## src/common/ccdts_pkg.sv

```systemverilog
// Constants and types for the interline sensor readout sequencer.
package ccdts_pkg;

    // ------------------------------------------------------------
    // Timing
    // ------------------------------------------------------------
    localparam int unsigned CLK_PS         = 25000;
    localparam int unsigned T_XFER_MIN_PS  = 3000000;
    localparam int unsigned T_XFER_NOM_PS  = 5000000;
    localparam int unsigned T_XFER_MAX_PS  = 15000000;
    localparam int unsigned T_FD_MIN_PS    = 500000;
    localparam int unsigned T_VERTICAL_SHIFT_REGISTER_NOM_PS  = 1500000;
    localparam int unsigned T_SHUT_NOM_PS  = 4000000;
    localparam int unsigned T_VE_MAX_PS    = 100000;

    localparam logic [9:0] XFER_MIN_CYC = 10'((T_XFER_MIN_PS + CLK_PS - 1) / CLK_PS);
    localparam logic [9:0] XFER_NOM_CYC = 10'(T_XFER_NOM_PS / CLK_PS);
    localparam logic [9:0] XFER_MAX_CYC = 10'(T_XFER_MAX_PS / CLK_PS);
    localparam logic [9:0] FD_CYC       = 10'((T_FD_MIN_PS + CLK_PS - 1) / CLK_PS);
    localparam logic [9:0] VERTICAL_SHIFT_REGISTER_CYC     = 10'(T_VERTICAL_SHIFT_REGISTER_NOM_PS / CLK_PS);
    localparam logic [9:0] VERTICAL_SHIFT_REGISTER_HALF    = 10'(T_VERTICAL_SHIFT_REGISTER_NOM_PS / CLK_PS / 2);
    localparam logic [9:0] SHUT_CYC     = 10'(T_SHUT_NOM_PS / CLK_PS);
    localparam logic [9:0] VE_MAX_CYC   = 10'(T_VE_MAX_PS / CLK_PS);

    // ------------------------------------------------------------
    // Geometry
    // ------------------------------------------------------------
    localparam logic [11:0] ROWS_PROG    = 12'h800;
    localparam logic [11:0] ROWS_FIELD   = 12'h40d;
    localparam logic [11:0] ROWS_BINNED  = 12'h400;
    localparam logic [11:0] PIX_PER_LINE = 12'h840;
    localparam logic [1:0]  HDIV_FULL    = 2'h1;
    localparam logic [1:0]  HDIV_HALF    = 2'h2;
    localparam int unsigned ADC_W        = 14;

    // ------------------------------------------------------------
    // Types
    // ------------------------------------------------------------
    typedef enum logic [1:0] {
        MODE_PROG = 2'h0,
        MODE_SUM  = 2'h1,
        MODE_NSUM = 2'h2
    } ccdts_mode_t;

    typedef enum logic [2:0] {
        ST_IDLE   = 3'h0,
        ST_SHUT   = 3'h1,
        ST_INTEG  = 3'h3,
        ST_XFER   = 3'h2,
        ST_DUMP   = 3'h6,
        ST_VSHIFT = 3'h7,
        ST_HREAD  = 3'h5,
        ST_DONE   = 3'h4
    } ccdts_state_t;

    typedef struct packed {
        logic             frame_start;
        logic             line_start;
        logic             field_odd;
        logic [11:0]      row;
        logic [ADC_W-1:0] pix;
    } ccdts_word_t;

    typedef struct packed {
        logic v1;
        logic v2;
        logic v2_xfer_even;
        logic v2_xfer_odd;
        logic h1;
        logic h2;
        logic fd;
        logic sub;
    } ccdts_phase_t;

endpackage

```

## src/rtl/ccdts_top.sv

```systemverilog
// Readout timing sequencer driving the phases of an interline image sensor.
//
// Function
// - Progressive: one transfer moves all photodiodes.
// - Summed interlaced: pairs summed in vertical register.
// - Even summed field pairs rows 0+1, 2+3.
// - Odd summed field pairs rows 1+2, 3+4.
// - Interlaced readout alternates even and odd fields.
// - Summed interlaced field needs 1037 vertical shifts.
// - Non-summed even field transfers even rows only.
// - Non-summed odd field transfers odd rows only.
// - Non-summed packets occupy two row positions.
// - Transfer pulse held 3.0 to 15.0 us.
// - Wait 0.5 us after fast dump gate.
// - Vertical edge skew within 100 ns.
// - Shutter pulse precedes transfer by integration time.
// - Full range binned modes halve pixel rate.
`timescale 1ns/1ps
module ccdts_top
    import ccdts_pkg::*;
(
    input  wire logic             CLOCK_I,
    input  wire logic             RST_I,
    input  wire logic             CE_I,
    input  wire logic             START_I,
    input  wire ccdts_mode_t      MODE_I,
    input  wire logic             FULL_RANGE_I,
    input  wire logic [9:0]       XFER_CYC_I,
    input  wire logic [23:0]      INT_CYC_I,
    input  wire logic [ADC_W-1:0] PIX_DATA_I,
    input  wire logic             OUT_READY_I,
    output ccdts_phase_t          PHASE_O,
    output logic                  FIELD_ODD_O,
    output logic                  BUSY_O,
    output logic                  OUT_VALID_O,
    output ccdts_word_t           OUT_WORD_O
);

    // ------------------------------------------------------------
    // Helpers
    // ------------------------------------------------------------
    // whether the even or odd row group transfers in this mode and field
    function automatic logic xfer_group(input ccdts_mode_t m,
                                        input logic fld,
                                        input logic odd_grp);
        xfer_group = (m != MODE_NSUM) || (fld == odd_grp);
    endfunction

    ccdts_state_t state_ff;
    ccdts_state_t nxt_state;
    ccdts_mode_t  mode_ff;
    ccdts_phase_t phase_ff;
    ccdts_phase_t nxt_phase;
    ccdts_word_t  mem_ff [2];
    logic [23:0]  tcnt_ff;
    logic [23:0]  int_len_ff;
    logic [9:0]   xfer_len_ff;
    logic [11:0]  row_ff;
    logic [11:0]  col_ff;
    logic [11:0]  rows_total;
    logic [1:0]   hdiv;
    logic [1:0]   cnt_ff;
    logic [ADC_W-1:0] pix_s1_ff;
    logic [ADC_W-1:0] pix_s2_ff;
    logic         hph_ff;
    logic         frange_ff;
    logic         field_ff;
    logic         skip_ff;
    logic         wp_ff;
    logic         rp_ff;
    logic         h_last;
    logic         in_ready;
    logic         push;
    logic         pop;
    logic         line_end;

    // ------------------------------------------------------------
    // Pixel input synchroniser
    // ------------------------------------------------------------
    always_ff @(posedge CLOCK_I) begin
        if (RST_I) begin
            pix_s1_ff <= '0;
            pix_s2_ff <= '0;
        end else if (CE_I) begin
            pix_s1_ff <= PIX_DATA_I;
            pix_s2_ff <= pix_s1_ff;
        end
    end

    // ------------------------------------------------------------
    // Frame setup latched at start
    // ------------------------------------------------------------
    // The shutter must sit wholly inside the integration time, so the
    // programmed integration is never shorter than the shutter pulse.
    always_ff @(posedge CLOCK_I) begin
        if (RST_I) begin
            mode_ff     <= MODE_PROG;
            frange_ff   <= 1'b0;
            xfer_len_ff <= XFER_NOM_CYC;
            int_len_ff  <= 24'(SHUT_CYC) + 24'h1;
        end else if (CE_I && state_ff == ST_IDLE && START_I) begin
            mode_ff   <= MODE_I;
            frange_ff <= FULL_RANGE_I;
            if (XFER_CYC_I < XFER_MIN_CYC) begin
                xfer_len_ff <= XFER_MIN_CYC;
            end else if (XFER_CYC_I > XFER_MAX_CYC) begin
                xfer_len_ff <= XFER_MAX_CYC;
            end else begin
                xfer_len_ff <= XFER_CYC_I;
            end
            if (INT_CYC_I <= 24'(SHUT_CYC)) begin
                int_len_ff <= 24'(SHUT_CYC) + 24'h1;
            end else begin
                int_len_ff <= INT_CYC_I;
            end
        end
    end

    assign rows_total = (mode_ff == MODE_PROG) ? ROWS_PROG : ROWS_FIELD;
    assign hdiv     = (frange_ff && mode_ff != MODE_PROG) ? HDIV_HALF : HDIV_FULL;
    assign h_last   = (tcnt_ff == 24'(hdiv) - 24'h1);
    assign in_ready = (cnt_ff != 2'h2);
    assign push     = (state_ff == ST_HREAD) && hph_ff && h_last && in_ready;
    assign line_end = push && (col_ff == PIX_PER_LINE - 12'h1);

    // ------------------------------------------------------------
    // Sequencer
    // ------------------------------------------------------------
    always_comb begin
        nxt_state = state_ff;
        case (state_ff)
            ST_IDLE: begin
                if (START_I) begin
                    nxt_state = ST_SHUT;
                end
            end
            ST_SHUT: begin
                if (tcnt_ff == 24'(SHUT_CYC) - 24'h1) begin
                    nxt_state = ST_INTEG;
                end
            end
            ST_INTEG: begin
                if (tcnt_ff >= int_len_ff - 24'h1) begin
                    nxt_state = ST_XFER;
                end
            end
            ST_XFER: begin
                if (tcnt_ff == 24'(xfer_len_ff) - 24'h1) begin
                    nxt_state = ST_DUMP;
                end
            end
            ST_DUMP: begin
                if (tcnt_ff == 24'(FD_CYC) + 24'(FD_CYC) - 24'h1) begin
                    nxt_state = ST_VSHIFT;
                end
            end
            ST_VSHIFT: begin
                if (tcnt_ff == 24'(VERTICAL_SHIFT_REGISTER_CYC) - 24'h1) begin
                    nxt_state = skip_ff ? ST_VSHIFT : ST_HREAD;
                end
            end
            ST_HREAD: begin
                if (line_end) begin
                    nxt_state = (row_ff == rows_total - 12'h1) ? ST_DONE : ST_VSHIFT;
                end
            end
            ST_DONE: begin
                nxt_state = ST_IDLE;
            end
            default: begin
                nxt_state = ST_IDLE;
            end
        endcase
    end

    always_ff @(posedge CLOCK_I) begin
        if (RST_I) begin
            state_ff <= ST_IDLE;
        end else if (CE_I) begin
            state_ff <= nxt_state;
        end
    end

    // ------------------------------------------------------------
    // Duration counter and horizontal divider
    // ------------------------------------------------------------
    // The counter runs on from the shutter into integration, so the
    // integration time is measured from the shutter pulse start.
    always_ff @(posedge CLOCK_I) begin
        if (RST_I) begin
            tcnt_ff <= '0;
            hph_ff  <= 1'b0;
        end else if (CE_I) begin
            if (state_ff == ST_HREAD && nxt_state == ST_HREAD) begin
                if (!h_last) begin
                    tcnt_ff <= tcnt_ff + 24'h1;
                end else if (!hph_ff || in_ready) begin
                    tcnt_ff <= '0;
                    hph_ff  <= ~hph_ff;
                end
            end else if (nxt_state != state_ff &&
                         !(state_ff == ST_SHUT && nxt_state == ST_INTEG)) begin
                tcnt_ff <= '0;
                hph_ff  <= 1'b0;
            end else if (state_ff == ST_VSHIFT) begin
                tcnt_ff <= (tcnt_ff == 24'(VERTICAL_SHIFT_REGISTER_CYC) - 24'h1) ? '0 : tcnt_ff + 24'h1;
            end else if (state_ff != ST_IDLE) begin
                tcnt_ff <= tcnt_ff + 24'h1;
            end
        end
    end

    // ------------------------------------------------------------
    // Row, column and field tracking
    // ------------------------------------------------------------
    always_ff @(posedge CLOCK_I) begin
        if (RST_I) begin
            row_ff   <= '0;
            col_ff   <= '0;
            field_ff <= 1'b0;
            skip_ff  <= 1'b0;
        end else if (CE_I) begin
            if (state_ff == ST_IDLE && START_I) begin
                row_ff <= '0;
                col_ff <= '0;
                if (MODE_I == MODE_PROG) begin
                    field_ff <= 1'b0;
                end
                skip_ff <= (MODE_I == MODE_SUM) && field_ff;
            end
            if (state_ff == ST_VSHIFT && tcnt_ff == 24'(VERTICAL_SHIFT_REGISTER_CYC) - 24'h1) begin
                skip_ff <= 1'b0;
            end
            if (push) begin
                col_ff <= line_end ? 12'h0 : col_ff + 12'h1;
            end
            if (line_end) begin
                row_ff <= row_ff + 12'h1;
            end
            if (state_ff == ST_DONE && mode_ff != MODE_PROG) begin
                field_ff <= ~field_ff;
            end
        end
    end

    // ------------------------------------------------------------
    // Sensor phases
    // ------------------------------------------------------------
    always_comb begin
        nxt_phase    = '0;
        nxt_phase.v2_xfer_even = (state_ff == ST_XFER) && xfer_group(mode_ff, field_ff, 1'b0);
        nxt_phase.v2_xfer_odd  = (state_ff == ST_XFER) && xfer_group(mode_ff, field_ff, 1'b1);
        nxt_phase.v1  = (state_ff == ST_VSHIFT) && (tcnt_ff < 24'(VERTICAL_SHIFT_REGISTER_HALF));
        nxt_phase.v2  = ((state_ff == ST_VSHIFT) && (tcnt_ff >= 24'(VERTICAL_SHIFT_REGISTER_HALF))) ||
                        (state_ff == ST_XFER);
        nxt_phase.h1  = (state_ff == ST_HREAD) && !hph_ff;
        nxt_phase.h2  = (state_ff == ST_HREAD) && hph_ff;
        nxt_phase.fd  = (state_ff == ST_DUMP) && (tcnt_ff < 24'(FD_CYC));
        nxt_phase.sub = (state_ff == ST_SHUT);
    end

    // aligned edges
    // Every phase leaves one flop bank on one edge, so skew between
    // phases is only the pad and board mismatch, far below the limit.
    always_ff @(posedge CLOCK_I) begin
        if (RST_I) begin
            phase_ff <= '0;
        end else if (CE_I) begin
            phase_ff <= nxt_phase;
        end
    end

    // ------------------------------------------------------------
    // Two-entry output buffer
    // ------------------------------------------------------------
    // A full buffer stalls the horizontal clock itself, so a slow
    // receiver costs line time but never a pixel.
    assign pop = (cnt_ff != 2'h0) && OUT_READY_I;

    always_ff @(posedge CLOCK_I) begin
        if (RST_I) begin
            wp_ff     <= 1'b0;
            rp_ff     <= 1'b0;
            cnt_ff    <= 2'h0;
            mem_ff[0] <= '0;
            mem_ff[1] <= '0;
        end else if (CE_I) begin
            if (push) begin
                mem_ff[wp_ff] <= '{frame_start: (row_ff == 12'h0) && (col_ff == 12'h0),
                                   line_start:  (col_ff == 12'h0),
                                   field_odd:   field_ff,
                                   row:         row_ff,
                                   pix:         pix_s2_ff};
                wp_ff <= ~wp_ff;
            end
            if (pop) begin
                rp_ff <= ~rp_ff;
            end
            if (push && !pop) begin
                cnt_ff <= cnt_ff + 2'h1;
            end else if (pop && !push) begin
                cnt_ff <= cnt_ff - 2'h1;
            end
        end
    end

    // ------------------------------------------------------------
    // Outputs
    // ------------------------------------------------------------
    assign PHASE_O     = phase_ff;
    assign FIELD_ODD_O = field_ff;
    assign BUSY_O      = (state_ff != ST_IDLE);
    assign OUT_VALID_O = (cnt_ff != 2'h0);
    assign OUT_WORD_O  = mem_ff[rp_ff];

endmodule

```

## config.mk

```make
export PLATFORM = sky130hd
export DESIGN_NAME = ccdts_top
export DESIGN_NICKNAME = d
export VERILOG_FILES = /design/src/common/ccdts_pkg.sv /design/src/rtl/ccdts_top.sv
export SDC_FILE = /design/constraint.sdc
export NUM_CORES = 1
export LEC_CHECK = 0
export ABC_AREA = 1
export BUFFER_PORTS_ARGS = -buffer_cell sky130_fd_sc_hd__buf_2
export CORE_MARGIN = 2
export CORE_UTILIZATION = 35
export DETAILED_ROUTE_END_ITERATION = 16
export GPL_TIMING_DRIVEN = 0
export HOLD_SLACK_MARGIN = 0.02
export MAX_ROUTING_LAYER = met4
export SKIP_CTS_REPAIR_TIMING = 1
export SLEW_MARGIN = 5
export SYNTH_ARGS = -nofsm -noshare
export SYNTH_HDL_FRONTEND = slang
export SYNTH_SLANG_ARGS = --single-unit
```

## constraint.sdc

```tcl
create_clock -name CLOCK_I -period 4.75 [get_ports CLOCK_I]
set_input_delay 0.7125 -clock CLOCK_I [delete_from_list [all_inputs] [get_ports CLOCK_I]]
set_output_delay 0.7125 -clock CLOCK_I [all_outputs]
set_load 0.02 [all_outputs]
```

== Word-level counts from Yosys, hierarchy flattened ==
Memory sizes are Yosys's and may differ from the RTL's. A register that Yosys moved wholly into a read port is not among the register bits.
Index checks and enable logic that the tools add are counted.

* Flip-flop bits (word level): 131
* RAM bits: 58
* Output and inout bits: 40
* Memories: 1

{| class="wikitable"
|+ Memory list
! name !! depth !! bits a word !! rd ports !! clocked after memory_dff !! write ports !! RTL line !! source
|-
| mem_ff || 2 || 29 || 1 || 1 || 2 || ccdts_top.sv:54 || <nowiki>ccdts_word_t mem_ff [2];</nowiki>
|}

* Add/subtract/negate cells: 9
* $lt $le $gt $ge: 7
* Equal/unequal tests: 23
* Mux-type cells: 48
* Bitwise operators: 4
* Reduce and logical (&&, ||, !) cells: 58

{| class="wikitable"
|+ Operators with widths
! kind !! number
|-
| 24-bit two-way mux || 8
|-
| 12-bit two-way mux || 5
|-
| 24-bit == test || 2
|-
| 24-bit by 6-bit == test with 1-bit output (second input constant) || 2
|-
| 24-bit by 5-bit less-than comparator with 1-bit output (second input constant) || 2
|-
| 29-bit two-way mux || 1
|-
| 29-bit OR reduction || 1
|-
| 12-bit by 1-bit adder with 12-bit output (second input constant) || 2
|-
| 24-bit by 1-bit adder with 24-bit output (second input constant) || 1
|-
| 24-bit by 8-bit == test with 1-bit output (second input constant) || 1
|-
| 24-bit >= comparator || 1
|-
| 24-bit by 5-bit >= comparator with 1-bit output (second input constant) || 1
|-
| 24-bit by 8-bit <= comparator with 1-bit output (second input constant) || 1
|-
| 1-bit logical AND || 24
|-
| 12-bit zero test || 2
|-
| 3-bit one-hot mux with 8 select lines || 1
|-
| 24-bit by 1-bit subtractor with 24-bit output (second input constant) || 1
|-
| 3-bit two-way mux || 7
|-
| 10-bit two-way mux || 2
|-
| 1-bit two-way mux || 19
|-
| 2-bit nonzero test || 9
|-
| 3-bit == test (second input constant) || 5
|-
| 12-bit == test || 1
|-
| 12-bit == test (second input constant) || 1
|-
| other kinds (25) || 49
|}

== Logic depth before layout (Yosys ltp) ==
Gate-level depths: netlist (run 1).

* Depth after elaboration: 16
* Mapped depth: 31

== Worst setup path after synthesis (run 1) ==
OpenSTA, ideal clock, no wires.

* Path type: register -> register
* Start point: reg tcnt_ff[16]
* End point: mem mem_ff[0][0] (netlist bit), enable pin
* Library setup time: 455 ps
* Arrival time: 3,250 ps
* Slack: 1,044 ps
* Cell stages (with the launch flop): 9
* Path buffers: 1
* Period minus slack after synthesis: 3,706 ps
* Cells stage by stage: dfxtp_1 buf_6 nor2_2 nand2_1 nor2_4 nand2_4 nor3_4 nand2_1 o21ai_0

{| class="wikitable"
|+ RTL lines
! what !! RTL line !! source
|-
| start, declared || ccdts_top.sv:55 || <nowiki>logic [23:0] tcnt_ff;</nowiki>
|-
| start signal, assigned || ccdts_top.sv:196 || <nowiki>tcnt_ff <= tcnt_ff + 24'h1;</nowiki>
|-
| start signal, assigned || ccdts_top.sv:206 || <nowiki>tcnt_ff <= (tcnt_ff == 24'(VERTICAL_SHIFT_REGISTER_CYC) - 24'h1) ? '0 : tcnt_ff + 24'h1;</nowiki>
|-
| start signal, assigned || ccdts_top.sv:208 || <nowiki>tcnt_ff <= tcnt_ff + 24'h1;</nowiki>
|-
| end, declared || ccdts_top.sv:54 ||
|}

== Worst setup path in the final report (run 1) ==
* Start point: reg int_len_ff[0]
* End point: reg tcnt_ff[2]

* Longest elaborated chain between the ends: 10
* Elaborated cells on any way between the ends: 16
* Those cells by class: 1 x add/sub; 1 x order compare; 4 x eq/ne; 4 x mux; 6 x reduce/logical

{| class="wikitable"
|+ Ends and longest elaborated chain
! what !! RTL line !! source
|-
| start, declared || ccdts_top.sv:56 || <nowiki>logic [23:0] int_len_ff;</nowiki>
|-
| start signal, assigned || ccdts_top.sv:100 || <nowiki>int_len_ff <= 24'(SHUT_CYC) + 24'h1;</nowiki>
|-
| start signal, assigned || ccdts_top.sv:112 || <nowiki>int_len_ff <= 24'(SHUT_CYC) + 24'h1;</nowiki>
|-
| 24-bit by 1-bit subtractor with 24-bit output (*) || ccdts_top.sv:143 || <nowiki>if (tcnt_ff >= int_len_ff - 24'h1) begin</nowiki>
|-
| 24-bit >= comparator (*) || ccdts_top.sv:143 ||
|-
| 3-bit two-way mux (*) || ccdts_top.sv:143 ||
|-
| 3-bit one-hot mux with 8 select lines (*) || ccdts_top.sv:131 || <nowiki>case (state_ff)</nowiki>
|-
| 3-bit by 2-bit == test with 1-bit output || ccdts_top.sv:202 || <nowiki>!(state_ff == ST_SHUT && nxt_state == ST_INTEG)) begin</nowiki>
|-
| 1-bit logical AND || ccdts_top.sv:202 ||
|-
| 1-bit zero test || ccdts_top.sv:202 ||
|-
| 1-bit logical AND || ccdts_top.sv:201 || <nowiki>end else if (nxt_state != state_ff &&</nowiki>
|-
| 4-bit nonzero test (no source line) / 24-bit two-way mux (equally long branches) || - ||
|-
| 3-bit AND reduction (no source line) / 24-bit two-way mux (equally long branches) || - ||
|}

Every way passes the cells marked *; elsewhere a longest branch is shown, timed or not.
A chain may end at the register's enable or synchronous reset.

==> impl_results.md, run 1 <==
- Status: finished clean
- Die Y: ~170 µm
- Fillers: ~2900
- Cell variety after synth: 55
- Yosys warns: 0
- Final Max Slew Viols: 0
- Critical path class: flop to flop
- GRT overflow: 0
- Clock Sinks: between 150 and 200
- CP Data Arrival Time: approximately 4.7 ns
- H-tree Lvls: 4
- Syn nets: 1387
- Port-buffer cells: 95
- CP max-delay cell: dfxtp_1
- Final RePlAce weighted congestion: around 0.90
- Core footprint: approximately 29000 µm²
- Maxcap violations: 0
- Post-detail-place hpwl: slightly below 20000 µm
- Ys flop type: dfxtp_1
- M3 GR Usage: 0.02800
- Layout cells sized above 1: 0.1584
- Num CTS Buffers: 17
- Full die area: 30400 µm²
- Setup TNS: 0 ns
- Met2 global-route usage: 0.2920
- I/O pins: 96
- Seq/Total Area, Yosys: 0.4316
- Worst Max-Slew Pin Slew: about 1.2 ns
- Static leakage: ~5 nW
- Reg2reg path depth: 31
- Synthesized area per cell: ~7.8 µm²
- Number of flops mapped to enable cells by yosys: 58
- Layout Cells excl Fill: between 1500 and 2000
- All-Layer GR Usage: 0.1792
- Worst stage delay on the critical path: ~0.30 ns
- Clk_lat worst skew: around 0.44 ns
- Seq cells post-synth: 190
- Hold EP: PHASE_O[2]
- Drt total wl: roughly 26000 µm
- Max clock buf depth: 2
- Mapped Cells: between 1000 and 1500
- Global routing's busiest layer: met2
- Flop-to-flop setup slack: between 0.3 and 0.4 ns
- Ys async rst share: 0
- Hold Vio Cnt, Final: 0
- Placed Instances: around 1800
- Top cell by count, worst path: nand2_1
- RR Startpoint: int_len_ff[0]
- Crit path required time: about 5 ns
- Rel. slew slack: 0.1724
- Mapped Area: 10160 µm²
- Die W: around 170 µm
- Hold Path Class: flop to flop
- Hold slack: 0.4647 ns
- Initial drt markers: 531
- Vias in the first global route: between 8000 and 9000
- Initial Util: 0.3548
- Total via count in the routed design: 8925
- Fin nets: 1503
- Antenna fix cells: 0
- Final period util: 0.9240
- Area delta synth->final: 16.15%
- Largest net degree at the start of global routing: 30
- Post-route DRC: 0
- Clock root cell: clkbuf_16
- CTS tree: done
- Initial antenna violation count: 0
- Largest fanout on the critical path: 10
- PD cells: 324.8 nW/µm²
- Met1 Use GR: 0.2303
- Per-cell routed wire length: about 14 µm
- Row count: 62
- Element type at the critical path start: flop
- Worst-path clk slew: about 0.080 ns
- Final Setup Violations: 0
- Critical path endpoint category: flop
- Worst vdd ir: between 0.2 and 0.25 mV
- Clk_skew: about 0.018 ns
- Hold path cells: 2
- Global-route wire length before repair: 42210 µm
- Worst r2r dst: tcnt_ff[2]
- First-pass DRT Iterations: 5
- Min cycle time layout: between 4 and 5 ns
- Hold_sp: PHASE_O[2]
- DRT antenna net count: 0
- Fmax: 227.8 MHz
- Via density: approximately 4.9
layer usage:
| layer | share of wire | wire, µm |
|---|---|---|
| met1 | 0.47 | 12230 |
| met2 | 0.47 | 12340 |
| met3 | 0.045 | 1180 |
| met4 | 0.018 | 475 |
| met5 | 0 | 0 |
placed cells by master, fill, tap and decap left out, types with 7 or more instances in the layout:
cell         n
nor2_1     232
nand2_1    181
dfxtp_1    132
inv_1      126
buf_2      102
a21oi_1     96
o21ai_0     83
nand3_1     63
edfxtp_1    58
xor2_1      38
clkbuf_1    34
ha_1        32
mux2_2      29
nor3_1      25
nand4_1     18
o21ai_1     17
clkbuf_16   17
nor4_1      11
a211oi_1    10
nor2_2       9
xnor2_1      9
a21oi_2      7
worst max-delay path by stage:
stage,cells past startpoint,start,to
floorplan,8,tcnt_ff[16],mem_ff[0][0]
global placement,6,tcnt_ff[0],mem_ff[0][6]
detailed placement,31,int_len_ff[0],tcnt_ff[2]
CTS,31,int_len_ff[0],tcnt_ff[2]
global route,30,int_len_ff[0],tcnt_ff[7]
finish,31,int_len_ff[0],tcnt_ff[2]
state kept, by name, summed over array words and instances, names as in the netlist, 2 cells and up, named ones only:
| name | flops |
|---|---|
| cnt_ff | 2 |
| xfer_len_ff | 10 |
| pix_s1_ff | 14 |
| int_len_ff | 24 |
| mem_ff | 58 |
| mode_ff | 2 |
| pix_s2_ff | 14 |
| PHASE_O | 8 |
| tcnt_ff | 24 |
| state_ff | 3 |
| col_ff | 12 |
| row_ff | 12 |
cells by family (layout without fill, tap and decap cells):
| kind of cell | count (synthesis) | after routing | synth area share |
|---|---|---|---|
| XOR/XNOR | 47 | 47 | 0.04053 |
| adder cells (fa/ha/maj) | 33 | 33 | 0.04065 |
| multiplexers | 29 | 29 | 0.03215 |
| flip-flops | 190 | 190 | 0.4316 |
| buffers and inverters | 187 | 316 | 0.07612 |
| AND/OR/NAND/NOR | 574 | 574 | 0.2507 |
| AO/OA/AOI/OAI | 238 | 238 | 0.1282 |
metrics by stage:
step | util | area (µm²) | worst slack, ns | power (W)
global placement | 0.3882 | 11110 | -0.4320 | 0.002380
CTS | 0.4109 | 11760 | 0.08420 | 0.003862
detailed placement | 0.3896 | 11150 | 0.1180 | 0.002393
finish | 0.4121 | 11800 | 0.3610 | 0.003832
floorplan | - | 10160 | 1.044 | 0.002215
global route | 0.4121 | 11800 | -0.002555 | 0.004013
layout make-up:
class                      instances  area, µm²  share of cell area
multi-input combinational        921       5040              0.4272
sequential                       190       4384              0.3716
inverter                         135      513.0             0.04348
timing repair buffer              97      510.5             0.04327
tap                              384      480.5             0.04073
clock buffer                      17      425.4             0.03606
buffer                            52      260.3             0.02206
clock inverter                    15      183.9             0.01559
worst max-delay path, delay by kind of cell (launching register included):
family	cells	cell delay (ns)
flops	1	0.30
simple gates	20	2.56
fa+ha+maj	2	0.49
compound gates	1	0.18
xor+xnor	1	0.15
buf+inv	7	0.59
synth_stat cells, types with 2 or more instances:
master    instances  area share
a211oi_1         10      0.0074
a21o_1            2      0.0015
a21oi_1          96       0.047
a21oi_2           7      0.0060
and3_1            3      0.0018
buf_1             2     0.00074
buf_2             7      0.0034
buf_4             4      0.0030
buf_6             4      0.0044
clkbuf_1         34       0.013
dfxtp_1         132        0.26
edfxtp_1         58        0.17
ha_1             33       0.041
inv_1           126       0.047
inv_2             5      0.0018
inv_4             2      0.0012
mux2_2           29       0.032
nand2_1         181       0.067
nand2_2           5      0.0031
nand2_4           5      0.0055
nand3_1          63       0.031
nand3_2           3      0.0030
nand3b_1          3      0.0022
nand4_1          18       0.011
nor2_1          235       0.087
nor2_2            6      0.0037
nor2_4            2      0.0022
nor3_1           27       0.013
nor3_2            3      0.0030
nor4_1           11      0.0068
o211ai_1          5      0.0037
o21a_1            3      0.0022
o21ai_0          84       0.041
o21ai_1          17      0.0084
o22ai_1           3      0.0018
o31ai_1           5      0.0037
or4_1             2      0.0015
xnor2_1           9      0.0078
xor2_1           38       0.033
report_power, final:
| group | internal [W] | switching [W] | total (W) |
|---|---|---|---|
| Combinational | 0.000194 | 0.000357 | 0.000552 |
| Sequential | 0.00174 | 0.0000652 | 0.00181 |
| Clock | 0.000723 | 0.000749 | 0.00147 |
| Total | 0.00266 | 0.00117 | 0.00383 |
No activity file was read; power rests on OpenSTA's default activity.
==> run 2, diff against run 1 <==
--- a/config.mk
+++ b/config.mk
@@ -5,7 +5,6 @@
 export SDC_FILE = /design/constraint.sdc
 export NUM_CORES = 1
 export LEC_CHECK = 0
-export ABC_AREA = 1
 export BUFFER_PORTS_ARGS = -buffer_cell sky130_fd_sc_hd__buf_2
 export CORE_MARGIN = 2
 export CORE_UTILIZATION = 35
==> run 2 against run 1 <==
  * Sequential share of layout area grew 0.21 points
  * Final cell count shrank 11%
  * Register-to-register slack lost 0.18 ns
  * Highest routed layer unchanged
  * Final area shrank 0.42%
  * Clock power grew 5%
  * Synthesized area shrank 2.4%
  * Die area shrank 2.3%
==> impl_results.md, run 2 <==
- Status: finished clean (unchanged)
- Initial antenna violation count: 0 (unchanged)
- DRT antenna net count: 0 (unchanged)
- Critical Path Source: int_len_ff[6] (was int_len_ff[0])
- Static leakage: 4.230 nW (was 4.904 nW)
- PD cells: 307.3 nW/µm² (was 324.8 nW/µm²)
- Full die area: 29690 µm² (was 30400 µm²)
- Fin nets: 1310 (was 1503)
- Clock power share: 0.428 (was 0.384)
- Num CTS Buffers: 17 (unchanged)
- Most frequent cells in the layout: dfxtp_1 (129), nor2_1 (119), nand2_1 (109), buf_2 (96), edfxtp_1 (58) (was nor2_1 (232), nand2_1 (181), dfxtp_1 (132), inv_1 (126), buf_2 (102))
- Synthesized area per cell: 9.031 µm² (was 7.825 µm²)
- CTS tree: done (unchanged)
- Global-route wire length before repair: 41360 µm (was 42210 µm)
- Post-detail-place hpwl: 20060 µm (was 19670 µm)
- I/O pins: 96 (unchanged)
- Clock root cell: clkbuf_16 (unchanged)
- Initial drt markers: 663 (was 531)
- CP max-delay cell: or4_4 (was dfxtp_1)
- Final RePlAce weighted congestion: 0.9295 (was 0.8987)
- Maxcap violations: 0 (unchanged)
- Top cell by count, worst path: or4_4 (was nand2_1)
- Yosys warns: 0 (unchanged)
- Clk_lat worst skew: 0.45 ns (was 0.44 ns)
- Most common cell after layout, fill and taps aside: dfxtp_1 (was nor2_1)
- Largest net degree at the start of global routing: 30 (unchanged)
- Clock Sinks: 190 (unchanged)
- Cell variety after synth: 70 (was 55)
- CP top delay family: simple AND/OR/NAND/NOR gates (unchanged)
- Min cycle time layout: 4.571 ns (was 4.389 ns)
- Hold_sp: frange_ff (was PHASE_O[2])
- Syn nets: 1187 (was 1387)
- Total via count in the routed design: 8546 (was 8925)
- Hold Vio Cnt, Final: 0 (unchanged)
- Core footprint: 27860 µm² (was 28630 µm²)
- Crit path cell chain: or4_4, or4_4, nand2b_4, or4_4, nor4_4, xnor2_1, ha_1, a21oi_2, nand2_2, a2111oi_4, a21boi_2, a41o_2, a21oi_4, buf_2, a31oi_1, o22ai_1
- Worst Max-Slew Pin Slew: 0.9174 ns (was 1.238 ns)
- Switch share: 0.2848 (was 0.3058)
- Sequential share of power: 0.484 (was 0.472)
- Layout Cells excl Fill: 1613 (was 1811)
- Switch Pwr: 0.001028 W (was 0.001172 W)
- Worst-path clk slew: 0.09 ns (was 0.08 ns)
- Synth area leaders: dfxtp_1 (27%), edfxtp_1 (18%), nor2_1 (4.5%) (was dfxtp_1 (26%), edfxtp_1 (17%), nor2_1 (8.7%))
- Element type at the critical path start: flop (unchanged)
- Commonest cells in the synthesized netlist: dfxtp_1 (132), nor2_1 (119), nand2_1 (112), edfxtp_1 (58), and2_1 (54) (was nor2_1 (235), nand2_1 (181), dfxtp_1 (132), inv_1 (126), a21oi_1 (96))
- Area delta synth->final: 18.47% (was 16.15%)
- Drt total wl: 26880 µm (was 26220 µm)
- RR Startpoint: int_len_ff[6] (was int_len_ff[0])
- GRT overflow: 0 (unchanged)
- Met1 Use GR: 0.2387 (was 0.2303)
- Seq/Total Area, Yosys: 0.4421 (was 0.4316)
- Crit path required time: 5.13 ns (was 5.09 ns)
- Rel. slew slack: 0.3807 (was 0.1724)
- All-Layer GR Usage: 0.1857 (was 0.1792)
- Comb power frac: 0.088 (was 0.144)
- Row count: 61 (was 62)
- First-pass DRT Iterations: 7 (was 5)
- Pint: 0.002581 W (was 0.002660 W)
- Clk_skew: 0.01809 ns (was 0.01820 ns)
- Biggest regs: mem_ff: 58 flops, int_len_ff: 24 flops, tcnt_ff: 24 flops (unchanged)
- Largest fanout on the critical path: 10 (unchanged)
- Layout cells sized above 1: 0.1726 (was 0.1584)
- Number of flops mapped to enable cells by yosys: 58 (unchanged)
- Mapped Cells: 1098 (was 1298)
- Worst stage delay on the critical path: 0.56 ns (was 0.30 ns)
- Die Y: 172.3 µm (was 174.4 µm)
- Placed Instances: 1570 (was 1778)
- Hold Path Class: flop to flop (unchanged)
- Max FFs per register: 58 (unchanged)
- Setup crit end: tcnt_ff[3] (was tcnt_ff[2])
- Port-buffer cells: 93 (was 95)
- Crit path buffers/inverters: 1 (was 7)
- Ys async rst share: 0 (unchanged)
- Area leader, netlist: dfxtp_1 (unchanged)
- Worst vdd ir: 0.1732 mV (was 0.2140 mV)
- Hold path cells: 2 (unchanged)
- Final Setup Violations: 0 (unchanged)
- Critical path class: flop to flop (unchanged)
- Max clock buf depth: 2 (unchanged)
- Flop-to-flop setup slack: 0.18 ns (was 0.36 ns)
- Hold slack: 0.4615 ns (was 0.4647 ns)
- Final Max Slew Viols: 0 (unchanged)
- M3 GR Usage: 0.03250 (was 0.02800)
- Per-cell routed wire length: 16.66 µm (was 14.48 µm)
- Via density: 5.298 (was 4.928)
- Critical path endpoint category: flop (unchanged)
- H-tree Lvls: 4 (unchanged)
- Final period util: 0.9623 (was 0.9240)
- Largest register by flop count: mem_ff (unchanged)
- Vias in the first global route: 7860 (was 8213)
- Post-synth top area share: 0.2665 (was 0.2602)
- Stages on the worst setup path: 16 (was 31)
- Mapped Area: 9916 µm² (was 10160 µm²)
- Most common cell in the synthesized netlist: dfxtp_1 (was nor2_1)
- Worst r2r dst: tcnt_ff[3] (was tcnt_ff[2])
- Die W: 172.3 µm (was 174.4 µm)
- Seq cells post-synth: 190 (unchanged)
- Fmax: 218.8 MHz (was 227.8 MHz)
- CP Data Arrival Time: 4.95 ns (was 4.73 ns)
- Ys flop type: dfxtp_1 (unchanged)
- Reg2reg path depth: 16 (was 31)
- Global routing's busiest layer: met2 (unchanged)
- Met2 global-route usage: 0.2939 (was 0.2920)
- Initial Util: 0.3559 (was 0.3548)
- Post-route DRC: 0 (unchanged)
-- run 2: cell count changes in the layout (fill, tap and decap cells not counted), sizes merged, moves of 17 or more --
cell	change
o21ai	-86
inv	-98
xnor2	+26
a21oi	-53
nor4	+17
nand2	-79
nand2b	+21
nor2	-125
mux2i	+28
o22ai	+22
nand3	-21
and2	+53
-- run 2: final cells by class --
cell class / instances / area [µm²]
Antenna cell: 1 / 2.502
Buffer: 56 / 225.2
Clock buffer: 17 / 425.4
Clock inverter: 15 / 222.7
Fill cell: 2730 / 16110
Inverter: 35 / 131.4
Multi-Input combinational cell: 817 / 5309
Sequential cell: 190 / 4390
Tap cell: 378 / 473.0
Timing Repair Buffer: 104 / 568.0
-- run 2: power by group through the flow --
| stage | combinational [W] | sequential, W | clock, W |
|---|---|---|---|
| 6_report | 0.000316 | 0.00175 | 0.00155 |
| 3_3_place_gp | 0.000301 | 0.00178 | 0 |
| 4_1_cts | 0.000309 | 0.00174 | 0.00157 |
| 2_1_floorplan | 0.000200 | 0.00177 | 0 |
| 3_5_place_dp | 0.000308 | 0.00178 | 0 |
| 5_1_grt | 0.000348 | 0.00175 | 0.00163 |
-- run 2: metrics by stage --
stage          setup slack [ns]  utilization  power, W  setup TNS [ns]  cell area, µm²
2_1_floorplan            0.3577            -  0.001974               0            9916
3_3_place_gp            -0.3690       0.3896  0.002082          -11.90           10850
3_5_place_dp            -0.3937       0.3910  0.002090          -7.849           10890
4_1_cts                 -0.4319       0.4143  0.003625          -8.929           11540
5_1_grt                -0.04100       0.4216  0.003733         -0.2143           11750
6_report                 0.1793       0.4217  0.003610               0           11750
-- run 2: worst min-delay path by stage --
stage                     end
global route        frange_ff
floorplan           frange_ff
CTS                 frange_ff
detailed placement  frange_ff
global placement    frange_ff
finish              frange_ff
-- run 2: metal layers --
metal | part of all wire | wire length (µm)
met2 | 0.47 | 12550
met4 | 0.028 | 750
met5 | 0 | 0
met3 | 0.050 | 1332
met1 | 0.46 | 12250
-- run 2: worst reg2reg max path, cell delays in order (launching register included) --
cell	delay [ns]
dfxtp_4	0.37
or4_4	0.56
or4_4	0.46
nand2b_4	0.18
or4_4	0.46
nor4_4	0.16
xnor2_1	0.16
ha_1	0.28
a21oi_2	0.16
nand2_2	0.09
a2111oi_4	0.30
a21boi_2	0.13
a41o_2	0.31
a21oi_4	0.30
buf_2	0.31
a31oi_1	0.12
o22ai_1	0.17
-- run 2: cells by family after synthesis --
kind of cell	share of synthesized area
simple gates	0.2649
flops	0.4421
compound gates	0.1015
buf+inv	0.03546
xor+xnor	0.05211
mux	0.06233
fa+ha+maj	0.04164
==> run 3, diff against run 2 <==
--- a/config.mk
+++ b/config.mk
@@ -5,6 +5,7 @@
 export SDC_FILE = /design/constraint.sdc
 export NUM_CORES = 1
 export LEC_CHECK = 0
+export ABC_AREA = 1
 export BUFFER_PORTS_ARGS = -buffer_cell sky130_fd_sc_hd__buf_2
 export CORE_MARGIN = 2
 export CORE_UTILIZATION = 35
@@ -12,6 +13,7 @@
 export GPL_TIMING_DRIVEN = 0
 export HOLD_SLACK_MARGIN = 0.02
 export MAX_ROUTING_LAYER = met4
+export REMOVE_ABC_BUFFERS = 1
 export SKIP_CTS_REPAIR_TIMING = 1
 export SLEW_MARGIN = 5
 export SYNTH_ARGS = -nofsm -noshare
==> run 3 against run 2 <==
  * Largest cell class unchanged
  * Sequential share of layout area rose by 0.47 points
  * Highest routed layer unchanged
  * Worst hold slack worse by 0.010 ns
  * Via count about the same
  * Clock power decreased by 5%
  * Non-clock buffer count fell by 62
  * Maximum frequency increased by 8.2%
  * Critical path depth up 15
  * Utilization shrank 1.7 points
  * Clock skew is 0.0056 ns lower
==> impl_results.md, run 3 (same netlist as run 1, synthesis figures left out) <==
- Status: finished clean (unchanged)
- Static leakage: 4.791 nW (was 4.230 nW)
- Initial drt markers: 463 (was 663)
- CP Data Arrival Time: 4.57 ns (was 4.95 ns)
- Final Max Slew Viols: 0 (unchanged)
- Fillers: 2904 (was 2730)
- Most frequent cells in the layout: nor2_1 (231), nand2_1 (180), dfxtp_1 (131), inv_1 (124), a21oi_1 (96) (was dfxtp_1 (129), nor2_1 (119), nand2_1 (109), buf_2 (96), edfxtp_1 (58))
- DRT antenna net count: 0 (unchanged)
- Largest net degree at the start of global routing: 90 (was 30)
- CP top delay family: simple AND/OR/NAND/NOR gates (unchanged)
- Die W: 174.4 µm (was 172.3 µm)
- H-tree Lvls: 4 (unchanged)
- Vias in the first global route: 8248 (was 7860)
- Comb power frac: 0.133 (was 0.088)
- Switch Pwr: 0.001133 W (was 0.001028 W)
- Worst-path clk slew: 0.08 ns (was 0.09 ns)
- Max clock buf depth: 2 (unchanged)
- Biggest regs: mem_ff: 58 flops, int_len_ff: 24 flops, tcnt_ff: 24 flops (unchanged)
- Hold slack: 0.4513 ns (was 0.4615 ns)
- Crit path buffers/inverters: 6 (was 1)
- Clock power share: 0.388 (was 0.428)
- Clk_lat worst skew: 0.44 ns (was 0.45 ns)
- Area delta synth->final: 14.09% (was 18.47%)
- Antenna fix cells: 0 (was 1)
- Final RePlAce weighted congestion: 0.8257 (was 0.9295)
- Drt total wl: 23750 µm (was 26880 µm)
- Fmax: 236.7 MHz (was 218.8 MHz)
- Register area: 4385 µm² (was 4390 µm²)
- All-Layer GR Usage: 0.1639 (was 0.1857)
- Worst vdd ir: 0.1761 mV (was 0.1732 mV)
- Hold Vio Cnt, Final: 0 (unchanged)
- Clock root cell: clkbuf_16 (unchanged)
- Crit path required time: 5.09 ns (was 5.13 ns)
- Clock Sinks: 190 (unchanged)
- Multi-input gate area: 5047 µm² (was 5309 µm²)
- Most common cell after layout, fill and taps aside: nor2_1 (was dfxtp_1)
- Max FFs per register: 58 (unchanged)
- Hold Path Class: flop to flop (unchanged)
- Layout cells sized above 1: 0.1555 (was 0.1726)
- Rel. slew slack: 0.2133 (was 0.3807)
- Sequential share of power: 0.479 (was 0.484)
- Via density: 4.859 (was 5.298)
- Total via count in the routed design: 8552 (was 8546)
- Worst r2r dst: tcnt_ff[1] (was tcnt_ff[3])
- Final Setup Violations: 0 (unchanged)
- Full die area: 30400 µm² (was 29690 µm²)
- Initial antenna violation count: 0 (unchanged)
- Per-cell routed wire length: 13.49 µm (was 16.66 µm)
- Maxcap violations: 0 (unchanged)
- Largest fanout on the critical path: 31 (was 10)
- Die Y: 174.4 µm (was 172.3 µm)
- Post-route DRC: 0 (unchanged)
- GRT overflow: 0 (unchanged)
- I/O pins: 96 (unchanged)
- Worst stage delay on the critical path: 0.30 ns (was 0.56 ns)
- Switch share: 0.2992 (was 0.2848)
- Fin nets: 1452 (was 1310)
- Initial Util: 0.3548 (was 0.3559)
- CP max-delay cell: dfxtp_1 (was or4_4)
- Flop-to-flop setup slack: 0.53 ns (was 0.18 ns)
- Hold path cells: 1 (was 2)
- Worst Max-Slew Pin Slew: 1.177 ns (was 0.9174 ns)
- CTS tree: done (unchanged)
- Hold EP: row_ff[9] (was frange_ff)
- Critical path endpoint category: flop (unchanged)
- Pint: 0.002654 W (was 0.002581 W)
- Top cell by count, worst path: nand2_1 (was or4_4)
- Largest register by flop count: mem_ff (unchanged)
- Final core occ: 0.4048 (was 0.4217)
- Core footprint: 28630 µm² (was 27860 µm²)
- Clk_skew: 0.01251 ns (was 0.01809 ns)
- Min cycle time layout: 4.224 ns (was 4.571 ns)
- Post-detail-place hpwl: 16420 µm (was 20060 µm)
- First-pass DRT Iterations: 5 (was 7)
- RR Startpoint: int_len_ff[0] (was int_len_ff[6])
- Critical path class: flop to flop (unchanged)
- Port-buffer cells: 95 (was 93)
- Element type at the critical path start: flop (unchanged)
- Row count: 62 (was 61)
- Reg2reg path depth: 31 (was 16)
- Hold_sp: row_ff[9] (was frange_ff)
- Final period util: 0.8894 (was 0.9623)
- PD cells: 326.7 nW/µm² (was 307.3 nW/µm²)
- Global-route wire length before repair: 39910 µm (was 41360 µm)
- Num CTS Buffers: 17 (unchanged)
[run 3: metal layers]
metal / up-vias / wire length, µm / share of wire / GRT usage
li1: 4462 / - / - / -
met1: 3915 / 11310 / 0.48 / 0.2083
met2: 149 / 11150 / 0.47 / 0.2703
met3: 26 / 979 / 0.041 / 0.02953
met4: 0 / 313 / 0.013 / 0.04027
met5: - / 0 / 0 / -
[run 3: power by group through the flow]
stage / combinational [W] / clock [W] / sequential, W
4_1_cts: 0.000504 / 0.00151 / 0.00181
3_5_place_dp: 0.000500 / 0 / 0.00185
2_1_floorplan: 0.000353 / 0 / 0.00183
3_3_place_gp: 0.000488 / 0 / 0.00185
5_1_grt: 0.000580 / 0.00157 / 0.00183
6_report: 0.000503 / 0.00147 / 0.00182
[run 3: through the flow]
step / cell area [µm²] / TNS [ns] / total power (W) / std cells / worst slack, ns
6_report: 11590 / 0 / 0.003786 / 1760 / 0.5255
3_5_place_dp: 10930 / 0 / 0.002352 / 1728 / 0.1209
5_1_grt: 11590 / -0.002215 / 0.003975 / 1760 / -0.002215
2_1_floorplan: 9897 / 0 / 0.002188 / 1246 / 0.7381
3_3_place_gp: 10850 / -215.36 / 0.002340 / 1725 / -2.519
4_1_cts: 11550 / 0 / 0.003826 / 1760 / 0.1598
[run 3: layout make-up]
| type | instances | area share |
|---|---|---|
| tap | 384 | 0.04146 |
| sequential | 190 | 0.3784 |
| multi-input combinational | 921 | 0.4355 |
| inverter | 135 | 0.04535 |
| clock buffer | 18 | 0.03790 |
| clock inverter | 14 | 0.01598 |
| timing repair buffer | 98 | 0.04535 |
[run 3: worst max-delay path by stage]
stage	to	cells past startpoint	slack, ns	from
final	tcnt_ff[1]	31	0.53	int_len_ff[0]
after CTS	tcnt_ff[2]	30	0.16	int_len_ff[0]
after detailed placement	col_ff[9]	11	0.12	CE_I
after global placement	mem_ff[0][11]	3	-2.52	RST_I
after floorplan	col_ff[9]	10	0.74	CE_I
after global routing	tcnt_ff[1]	31	-0.002	int_len_ff[0]
